--- src/vsync_pkg.sv ---
// Package with timing constants and carrier types for the video sync port.
package vsync_pkg;

  // Default raster geometry in pixel clocks and lines.
  localparam int H_ACTIVE_DEF = 640;
  localparam int H_FRONT_DEF  = 16;
  localparam int H_SYNC_DEF   = 96;
  localparam int H_BACK_DEF   = 48;
  localparam int V_ACTIVE_DEF = 480;
  localparam int V_FRONT_DEF  = 10;
  localparam int V_SYNC_DEF   = 2;
  localparam int V_BACK_DEF   = 33;

  // Pixel clock divider: system clocks per pixel.
  localparam int PIX_DIV_DEF = 8;

  // Width of the pixel and line counters.
  localparam int CNT_W = 12;

  // Reset values of the pin drivers.
  localparam logic [7:0] RGB_RST = 8'h00;

  // Sync and blank group travelling together.
  typedef struct packed {
    logic hsync;
    logic vsync;
    logic horiz_blank_out;
    logic vert_blank_out;
  } timing_type;

  // Pixel colour triple.
  typedef struct packed {
    logic [7:0] red;
    logic [7:0] green;
    logic [7:0] blue;
  } rgb_type;

  // ROM access states.
  typedef enum logic [1:0] {
    ROM_IDLE,
    ROM_WAIT,
    ROM_DONE
  } rom_state_type;

endpackage

--- src/sync_edge.sv ---
// Two-flop synchroniser with rising-edge detector for an outside level.
`timescale 1ns/1ps
module sync_edge
  import vsync_pkg::*;
(
  // Clock and reset.
  input  wire logic clk_i,
  input  wire logic rstn_i,
  // Asynchronous level in, synchronised level and edge out.
  input  wire logic async_i,
  output logic      level_o,
  output logic      rise_o
);

  logic meta_q;   // First stage, read only by the second stage.
  logic sync_q;   // Second stage.
  logic prev_q;   // Delayed copy for edge detection.

  // Registers only; the edge logic reads stages two and three.
  always_ff @(posedge clk_i or negedge rstn_i)
  begin
    if (!rstn_i)
    begin
      meta_q <= 1'b0;
      sync_q <= 1'b0;
      prev_q <= 1'b0;
    end
    else
    begin
      meta_q <= async_i;
      sync_q <= meta_q;
      prev_q <= sync_q;
    end
  end

  assign level_o = sync_q;
  assign rise_o  = sync_q & ~prev_q;

endmodule

--- src/video_sync_rgb_rom_port.sv ---
// Video sync, blank and digital RGB port shared with a boot ROM interface.
`timescale 1ns/1ps
module video_sync_rgb_rom_port
  import vsync_pkg::*;
#(
  parameter int H_ACTIVE = H_ACTIVE_DEF,
  parameter int H_FRONT  = H_FRONT_DEF,
  parameter int H_SYNC   = H_SYNC_DEF,
  parameter int H_BACK   = H_BACK_DEF,
  parameter int V_ACTIVE = V_ACTIVE_DEF,
  parameter int V_FRONT  = V_FRONT_DEF,
  parameter int V_SYNC   = V_SYNC_DEF,
  parameter int V_BACK   = V_BACK_DEF,
  parameter int PIX_DIV  = PIX_DIV_DEF,
  parameter int ROM_WAIT_CYC = 4
)
(
  // Clock and reset.
  input  wire logic        CLK_SYS_I,
  input  wire logic        RSTN_I,
  // External sync inputs, asynchronous, active high.
  input  wire logic        HSYNC_IN_I,
  input  wire logic        VSYNC_IN_I,
  // Pixel data from the pipeline and digital output enable.
  input  wire logic [23:0] PIXEL_I,
  input  wire logic        RGB_EN_I,
  // General purpose values for red and green when RGB is off.
  input  wire logic [7:0]  GP_RED_I,
  input  wire logic [7:0]  GP_GREEN_I,
  output logic [7:0]       GP_BLUE_O,
  // ROM request side.
  input  wire logic        ROM_REQ_I,
  input  wire logic [15:0] ROM_ADDR_I,
  output logic             ROM_ACK_O,
  output logic [7:0]       ROM_DATA_O,
  // Sync and blank pins.
  output logic             HSYNC_O,
  output logic             VSYNC_O,
  output logic             HORIZ_BLANK_OUT_O,
  output logic             VERT_BLANK_OUT_O,
  output logic             COMPOSITE_SYNC_OUT_O,
  output logic             COMPOSITE_BLANK_OUT_O,
  // Digital RGB pins; blue is two-way.
  output logic [7:0]       RED_O,
  output logic [7:0]       GREEN_O,
  output logic [7:0]       BLUE_O,
  output logic             BLUE_OE_O,
  input  wire logic [7:0]  BLUE_I,
  // ROM select, active low.
  output logic             USE_ROM_N_O
);

  localparam int H_TOTAL = H_ACTIVE + H_FRONT + H_SYNC + H_BACK;
  localparam int V_TOTAL = V_ACTIVE + V_FRONT + V_SYNC + V_BACK;
  // Sync start and end positions and counter limits, counted from the start of active video.
  localparam logic [CNT_W-1:0] HS_BEG = CNT_W'(H_ACTIVE + H_FRONT);
  localparam logic [CNT_W-1:0] HS_END = CNT_W'(H_ACTIVE + H_FRONT + H_SYNC);
  localparam logic [CNT_W-1:0] VS_BEG = CNT_W'(V_ACTIVE + V_FRONT);
  localparam logic [CNT_W-1:0] VS_END = CNT_W'(V_ACTIVE + V_FRONT + V_SYNC);
  localparam logic [CNT_W-1:0] H_LAST = CNT_W'(H_TOTAL - 1);
  localparam logic [CNT_W-1:0] V_LAST = CNT_W'(V_TOTAL - 1);
  localparam logic [CNT_W-1:0] H_ACT  = CNT_W'(H_ACTIVE);
  localparam logic [CNT_W-1:0] V_ACT  = CNT_W'(V_ACTIVE);
  localparam logic [7:0]  DIV_LAST = 8'(PIX_DIV - 1);
  localparam logic [7:0]  ROM_LAST = 8'(ROM_WAIT_CYC - 1);

  // Synchronised external sync edges and blue pin synchroniser stages.
  logic hs_rise;             // Horizontal sync in, rising edge.
  logic vs_rise;             // Vertical sync in, rising edge.
  logic [7:0] blue_meta_q;   // Blue pin first stage.
  logic [7:0] blue_sync_q;   // Blue pin second stage.

  sync_edge u_hs (
    .clk_i   (CLK_SYS_I),
    .rstn_i  (RSTN_I),
    .async_i (HSYNC_IN_I),
    .level_o (),
    .rise_o  (hs_rise)
  );

  sync_edge u_vs (
    .clk_i   (CLK_SYS_I),
    .rstn_i  (RSTN_I),
    .async_i (VSYNC_IN_I),
    .level_o (),
    .rise_o  (vs_rise)
  );

  // Raster counters and divider.
  logic [7:0]       div_q, div_d;   // Pixel clock divider.
  logic [CNT_W-1:0] h_q, h_d;       // Pixel counter.
  logic [CNT_W-1:0] v_q, v_d;       // Line counter.
  timing_type       tim_q, tim_d;   // Registered sync and blank.

  // ROM access state.
  rom_state_type state_q, state_d;  // Access state.
  logic [7:0]    wait_q, wait_d;    // Access time counter.
  logic [15:0]   addr_q, addr_d;    // Latched ROM address.
  logic [7:0]    rdata_q, rdata_d;  // Captured ROM byte.
  logic          ack_q, ack_d;      // Completion pulse.

  // Output pin registers.
  logic [7:0] red_q, red_d;         // Red pins.
  logic [7:0] grn_q, grn_d;         // Green pins.
  logic [7:0] blu_q, blu_d;         // Blue pins when driven.
  logic       boe_q, boe_d;         // Blue output enable.
  logic       rom_n_q, rom_n_d;     // ROM select.
  logic       composite_sync_out_q, composite_sync_out_d;     // Composite sync.
  logic       composite_blank_out_q, composite_blank_out_d;   // Composite blank.

  // Raster next state. An external sync edge resets the counter to the
  // position where our own sync starts, so both rasters line up.
  always_comb
  begin
    div_d = div_q;
    h_d   = h_q;
    v_d   = v_q;
    if (div_q == DIV_LAST)
    begin
      div_d = 8'h00;
      if (h_q == H_LAST)
      begin
        h_d = '0;
        v_d = (v_q == V_LAST) ? '0 : v_q + 1'b1;
      end
      else
      begin
        h_d = h_q + 1'b1;
      end
    end
    else
    begin
      div_d = div_q + 8'h01;
    end
    if (hs_rise)
    begin
      h_d   = HS_BEG;
      div_d = 8'h00;
    end
    if (vs_rise)
    begin
      v_d = VS_BEG;
    end
    // Sync and blank decoded from the next counter values.
    tim_d.hsync  = (h_d >= HS_BEG) && (h_d < HS_END);
    tim_d.vsync  = (v_d >= VS_BEG) && (v_d < VS_END);
    tim_d.horiz_blank_out = (h_d >= H_ACT);
    tim_d.vert_blank_out = (v_d >= V_ACT);
    composite_sync_out_d  = tim_d.hsync | tim_d.vsync;
    composite_blank_out_d = tim_d.horiz_blank_out | tim_d.vert_blank_out;
  end

  // Raster registers.
  always_ff @(posedge CLK_SYS_I or negedge RSTN_I)
  begin
    if (!RSTN_I)
    begin
      div_q    <= 8'h00;
      h_q      <= '0;
      v_q      <= '0;
      tim_q    <= '0;
      composite_sync_out_q  <= 1'b0;
      composite_blank_out_q <= 1'b0;
    end
    else
    begin
      div_q    <= div_d;
      h_q      <= h_d;
      v_q      <= v_d;
      tim_q    <= tim_d;
      composite_sync_out_q  <= composite_sync_out_d;
      composite_blank_out_q <= composite_blank_out_d;
    end
  end

  // ROM access and pin mux next state. A request is taken only in idle;
  // the ROM gets ROM_WAIT_CYC clocks of select before the byte is caught.
  always_comb
  begin
    state_d = state_q;
    wait_d  = wait_q;
    addr_d  = addr_q;
    rdata_d = rdata_q;
    ack_d   = 1'b0;
    case (state_q)
      ROM_IDLE:
      begin
        if (ROM_REQ_I)
        begin
          addr_d  = ROM_ADDR_I;
          wait_d  = 8'h00;
          state_d = ROM_WAIT;
        end
      end
      ROM_WAIT:
      begin
        if (wait_q == ROM_LAST)
        begin
          rdata_d = blue_sync_q;
          ack_d   = 1'b1;
          state_d = ROM_DONE;
        end
        else
        begin
          wait_d = wait_q + 8'h01;
        end
      end
      ROM_DONE:
      begin
        // One idle cycle lets the ROM float before RGB drives again.
        state_d = ROM_IDLE;
      end
      default:
      begin
        state_d = ROM_IDLE;
      end
    endcase
    // Pin multiplexer.
    if (state_d == ROM_WAIT)
    begin
      red_d   = addr_d[15:8];
      grn_d   = addr_d[7:0];
      blu_d   = RGB_RST;
      boe_d   = 1'b0;
      rom_n_d = 1'b0;
    end
    else if (RGB_EN_I && state_d == ROM_IDLE)
    begin
      red_d   = composite_blank_out_d ? RGB_RST : PIXEL_I[23:16];
      grn_d   = composite_blank_out_d ? RGB_RST : PIXEL_I[15:8];
      blu_d   = composite_blank_out_d ? RGB_RST : PIXEL_I[7:0];
      boe_d   = 1'b1;
      rom_n_d = 1'b1;
    end
    else
    begin
      red_d   = GP_RED_I;
      grn_d   = GP_GREEN_I;
      blu_d   = RGB_RST;
      boe_d   = 1'b0;
      rom_n_d = 1'b1;
    end
  end

  // ROM and pin registers; the blue pin passes two flops before use.
  always_ff @(posedge CLK_SYS_I or negedge RSTN_I)
  begin
    if (!RSTN_I)
    begin
      state_q     <= ROM_IDLE;
      wait_q      <= 8'h00;
      addr_q      <= 16'h0000;
      rdata_q     <= 8'h00;
      ack_q       <= 1'b0;
      red_q       <= RGB_RST;
      grn_q       <= RGB_RST;
      blu_q       <= RGB_RST;
      boe_q       <= 1'b0;
      rom_n_q     <= 1'b1;
      blue_meta_q <= 8'h00;
      blue_sync_q <= 8'h00;
    end
    else
    begin
      state_q     <= state_d;
      wait_q      <= wait_d;
      addr_q      <= addr_d;
      rdata_q     <= rdata_d;
      ack_q       <= ack_d;
      red_q       <= red_d;
      grn_q       <= grn_d;
      blu_q       <= blu_d;
      boe_q       <= boe_d;
      rom_n_q     <= rom_n_d;
      blue_meta_q <= BLUE_I;
      blue_sync_q <= blue_meta_q;
    end
  end

  // Output drive.
  assign HSYNC_O               = tim_q.hsync;
  assign VSYNC_O               = tim_q.vsync;
  assign HORIZ_BLANK_OUT_O     = tim_q.horiz_blank_out;
  assign VERT_BLANK_OUT_O      = tim_q.vert_blank_out;
  assign COMPOSITE_SYNC_OUT_O  = composite_sync_out_q;
  assign COMPOSITE_BLANK_OUT_O = composite_blank_out_q;
  assign RED_O                 = red_q;
  assign GREEN_O               = grn_q;
  assign BLUE_O                = blu_q;
  assign BLUE_OE_O             = boe_q;
  assign USE_ROM_N_O           = rom_n_q;
  assign ROM_ACK_O             = ack_q;
  assign ROM_DATA_O            = rdata_q;
  assign GP_BLUE_O             = blue_sync_q;

endmodule

--- config.mk ---
export PLATFORM = sky130hd
export DESIGN_NAME = video_sync_rgb_rom_port
export DESIGN_NICKNAME = d
export VERILOG_FILES = /design/src/vsync_pkg.sv /design/src/sync_edge.sv /design/src/video_sync_rgb_rom_port.sv
export SDC_FILE = /design/constraint.sdc
export NUM_CORES = 1
export LEC_CHECK = 0
export BUFFER_PORTS_ARGS = -buffer_cell sky130_fd_sc_hd__buf_4
export CORE_ASPECT_RATIO = 1.25
export CORE_MARGIN = 2
export CORE_UTILIZATION = 25
export DETAILED_ROUTE_END_ITERATION = 16
export GPL_TIMING_DRIVEN = 0
export PLACE_DENSITY_LB_ADDON = 0.3
export SLEW_MARGIN = 20
export SYNTH_ARGS = -nofsm -noshare
export SYNTH_HDL_FRONTEND = slang
export SYNTH_HIERARCHICAL = 1
export SYNTH_SLANG_ARGS = --single-unit
--- constraint.sdc ---
create_clock -name CLK_SYS_I -period 3.9 [get_ports CLK_SYS_I]
set_input_delay 1.17 -clock CLK_SYS_I [delete_from_list [all_inputs] [get_ports CLK_SYS_I]]
set_output_delay 1.17 -clock CLK_SYS_I [all_outputs]
set_load 0.005 [all_outputs]
==> key figures <==
Clock network
  – Clk buf depth: 2
  – H-tree levels: 4
  – CTS root buf: clkbuf_16
  – Setup bufs post-CTS: 0
  – Sink Count: 121
  – CTS buffer count: 17
  – Clock transition at path regs: 0.06 ns
  – CTS tree: done
  – Clk_lat worst skew: 0.41 ns

Logic synthesis
  – Sequential share of the synthesized area: 0.592
  – Count of different cell masters after synthesis: 56
  – EDFF count, synth: 0
  – FFs w/ async S/R, synth: 1.00
  – Most frequent cell after synthesis: dfrtp_1
  – Synthesis Warnings: 6
  – Area of the mapped netlist: 5110 um2
  – Syn Inst Count: 445
  – Register bit count reported by yosys: 121
  – Post-synth top cells: 120 x dfrtp_1, 50 x nand2_1, 33 x nor2_1, 30 x and3_1, 18 x mux2_2
  – Dominant register cell in the synthesized netlist: dfrtp_1
  – Post-synth top area share: 0.587
  – Synth area leaders: dfrtp_1 59%, mux2_2 4.0%, and3_1 3.7%
  – Syn avg cell area: 11.5 um2
  – Post-synthesis net count: 520
  – Synth area leader: dfrtp_1

Drt
  – Initial DRC count: 232
  – Wire per inst: 15.6 um
  – Post-route DRC: 0
  – DR pass1 iterations: 5
  – Via density: 4.63
  – Routed WL: 13.5 mm
  – Via count: 4010
  – Routed Antenna Nets: 0

Die
  – Die Y: 164 um
  – Core area: 20100 um2
  – Die width: 132 um
  – Num rows: 58
  – Total die area: 21600 um2
  – Initial Util: 0.254
  – # IOs: 119

Place
  – Post-detail-place hpwl: 9.71 mm
  – Setup Slack @ Placement: 0.0932 ns
  – Placed cell count: 834
  – Port buffer count: 118
  – GP Congestion: 0.788

Global routing
  – Grt total ovfl: 0
  – M3 GR Usage: 0.0355
  – Largest net degree at the start of global routing: 76
  – First-pass GRT wire length: 21.2 mm
  – GR peak layer: met2
  – Initial antenna violation count: 0
  – GR met2 Demand/Resource: 0.212
  – Vias in the first global route: 4071
  – Met1 usage: 0.155
  – Total track usage: 0.125

Timing
  – Final setup vio count: 0
  – Slew HR: 0.340
  – Setup ws final: 0.268 ns
  – Max Clock Freq: 275 MHz
  – Worst slew pin tran: 0.989 ns
  – Fin crit period: 3.63 ns
  – Unrepaired setup endpoints after global routing: false
  – Clock skew: 0.0124 ns
  – Pins over their slew limit: 0
  – Hold Violations, Final: 0
  – Fin crit share: 0.931
  – Setup TNS: 0 ns

Critical path
  – Critical Path Fanout Max: 10
  – Crit path launch: div_q[0]$_DFF_PN0_
  – Startpoint Class: flop
  – Worst r2r dst: RED_O[1]$_DFF_PN0_
  – Category of the most critical setup path: reg -> reg
  – Reg-to-reg critical path startpoint: div_q[0]$_DFF_PN0_
  – Reg2Reg Depth: 9
  – R2R Setup Slk: 0.27 ns
  – CP arrival: 3.92 ns
  – Worst Path Required: 4.19 ns
  – Worst Setup End Kind: flop

Final layout
  – Nets: 658
  – Final core utilization: 0.346
  – Synthesis-to-finish area growth: 36.1%
  – Final Instance Count excl. Fillers: 866
  – N_diodes: 0
  – Layout cell share with drive strength beyond 1: 0.302

Power and ir drop
  – PD cells: 620 nW/um2
  – Leakage: 3.19 nW
  – Peak VDD IR: 0.000355 V

Min path
  – Worst hold path type: reg -> reg
  – Hold Crit Start: blue_meta_q[3]$_DFF_PN0_
  – Worst hold path depth: 0
  – Worst hold endpoint: GP_BLUE_O[3]$_DFF_PN0_

Outcome
  – Outcome: finished, final reports clean

Flow run
  – Max Cap Viol: 0
-- cells by family after synthesis --
kind of cell / count (synthesis) / share of synthesized area
xor+xnor: 26 / 0.0445
fa+ha+maj: 5 / 0.0122
compound gates: 55 / 0.0851
flops: 121 / 0.592
mux: 19 / 0.0416
buf+inv: 24 / 0.0193
simple gates: 195 / 0.205
-- worst max-delay path, stage by stage (launching register included) --
cell and delay (ns):
dfrtp_1 0.36, ha_1 0.25, nor4bb_1 0.57, nand2_1 0.31, nor4_1 0.44, mux2_2 0.41, a211oi_2 0.46, nor4_4 0.19
buf_6 0.21, a221o_1 0.30
-- power breakdown --
part / total (mW) / switching (mW) / internal [mW] / leakage [nW]
sequential: 1.68 / 0.131 / 1.55 / 1.48
clock: 1.56 / 0.561 / 1.00 / 0.274
combinational: 1.08 / 0.521 / 0.554 / 1.44
total: 4.32 / 1.21 / 3.11 / 3.19
-- routing by layer --
layer  part of all wire  vias to the layer above
li1                   -                     1881
met1               0.43                     1985
met2               0.51                      123
met3              0.046                       21
met4              0.014                        0
met5                  0                        -
-- layout by cell type, fill, tap and decap left out, types with 3 or more instances in the layout --
| cell | instances |
|---|---|
| dfrtp_1 | 120 |
| buf_4 | 117 |
| nand2_1 | 50 |
| nor2_1 | 33 |
| and3_1 | 30 |
| mux2_2 | 18 |
| a221o_1 | 17 |
| clkbuf_16 | 17 |
| clkbuf_1 | 15 |
| nor3_1 | 15 |
| xor2_1 | 15 |
| nand3_1 | 13 |
| xnor2_1 | 11 |
| nand4_1 | 10 |
| inv_1 | 9 |
| o21ai_0 | 7 |
| a21oi_1 | 7 |
| nor4_1 | 6 |
| nor2b_1 | 6 |
| or3_1 | 5 |
| ha_1 | 5 |
| and2_1 | 4 |
| nor3b_1 | 4 |
| clkinvlp_4 | 4 |
| and4_1 | 3 |
| a21o_1 | 3 |
| o31ai_1 | 3 |
| bufinv_16 | 3 |
-- final cells by class --
type | count | area, um2
inverter | 11 | 41.3
sequential | 121 | 3030
timing repair buffer | 119 | 917
clock inverter | 11 | 148
multi-input combinational | 300 | 1990
tap | 270 | 338
clock buffer | 21 | 440
fill | 2023 | 13100
buffer | 13 | 57.6
-- state kept, by name, summed over array words and instances, names as in the netlist, 8 cells and up --
register and cells:
v_q 12, addr_q 16, RED_O 8, blue_meta_q 8, GP_BLUE_O 8, GREEN_O 8, ROM_DATA_O 8, wait_q 8
BLUE_O 8, div_q 8, h_q 12
-- how the worst max path moves through the flow --
stage,endpoint,slack (ns)
after CTS,RED_O[1]$_DFF_PN0_,0.08
final,RED_O[1]$_DFF_PN0_,0.27
after floorplan,GREEN_O[5]$_DFF_PN0_,0.92
after global routing,RED_O[4]$_DFF_PN0_,0.02
after detailed placement,RED_O[1]$_DFF_PN0_,0.09
after global placement,RED_O[6]$_DFF_PN0_,0.13
-- repair_timing --
| action | CTS | global route |
|---|---|---|
| hold buffers | 0 | 0 |
| endpoints found under the hold margin | 0 | 0 |
| setup endpoints to repair | 0 | 24 |
| resized for setup | 0 | 1 |
-- stage by stage --
stage / power (mW) / instance area [um2] / hold slack (ns)
final: 4.32 / 6960 / 0.345
after global routing: 4.56 / 6960 / 0.349
after CTS: 4.38 / 6960 / 0.350
after detailed placement: 2.79 / 6370 / 0.339
after global placement: 2.76 / 6340 / 0.332
after floorplan: 2.28 / 5110 / 0.331
Power figures use the tool's default switching activity.
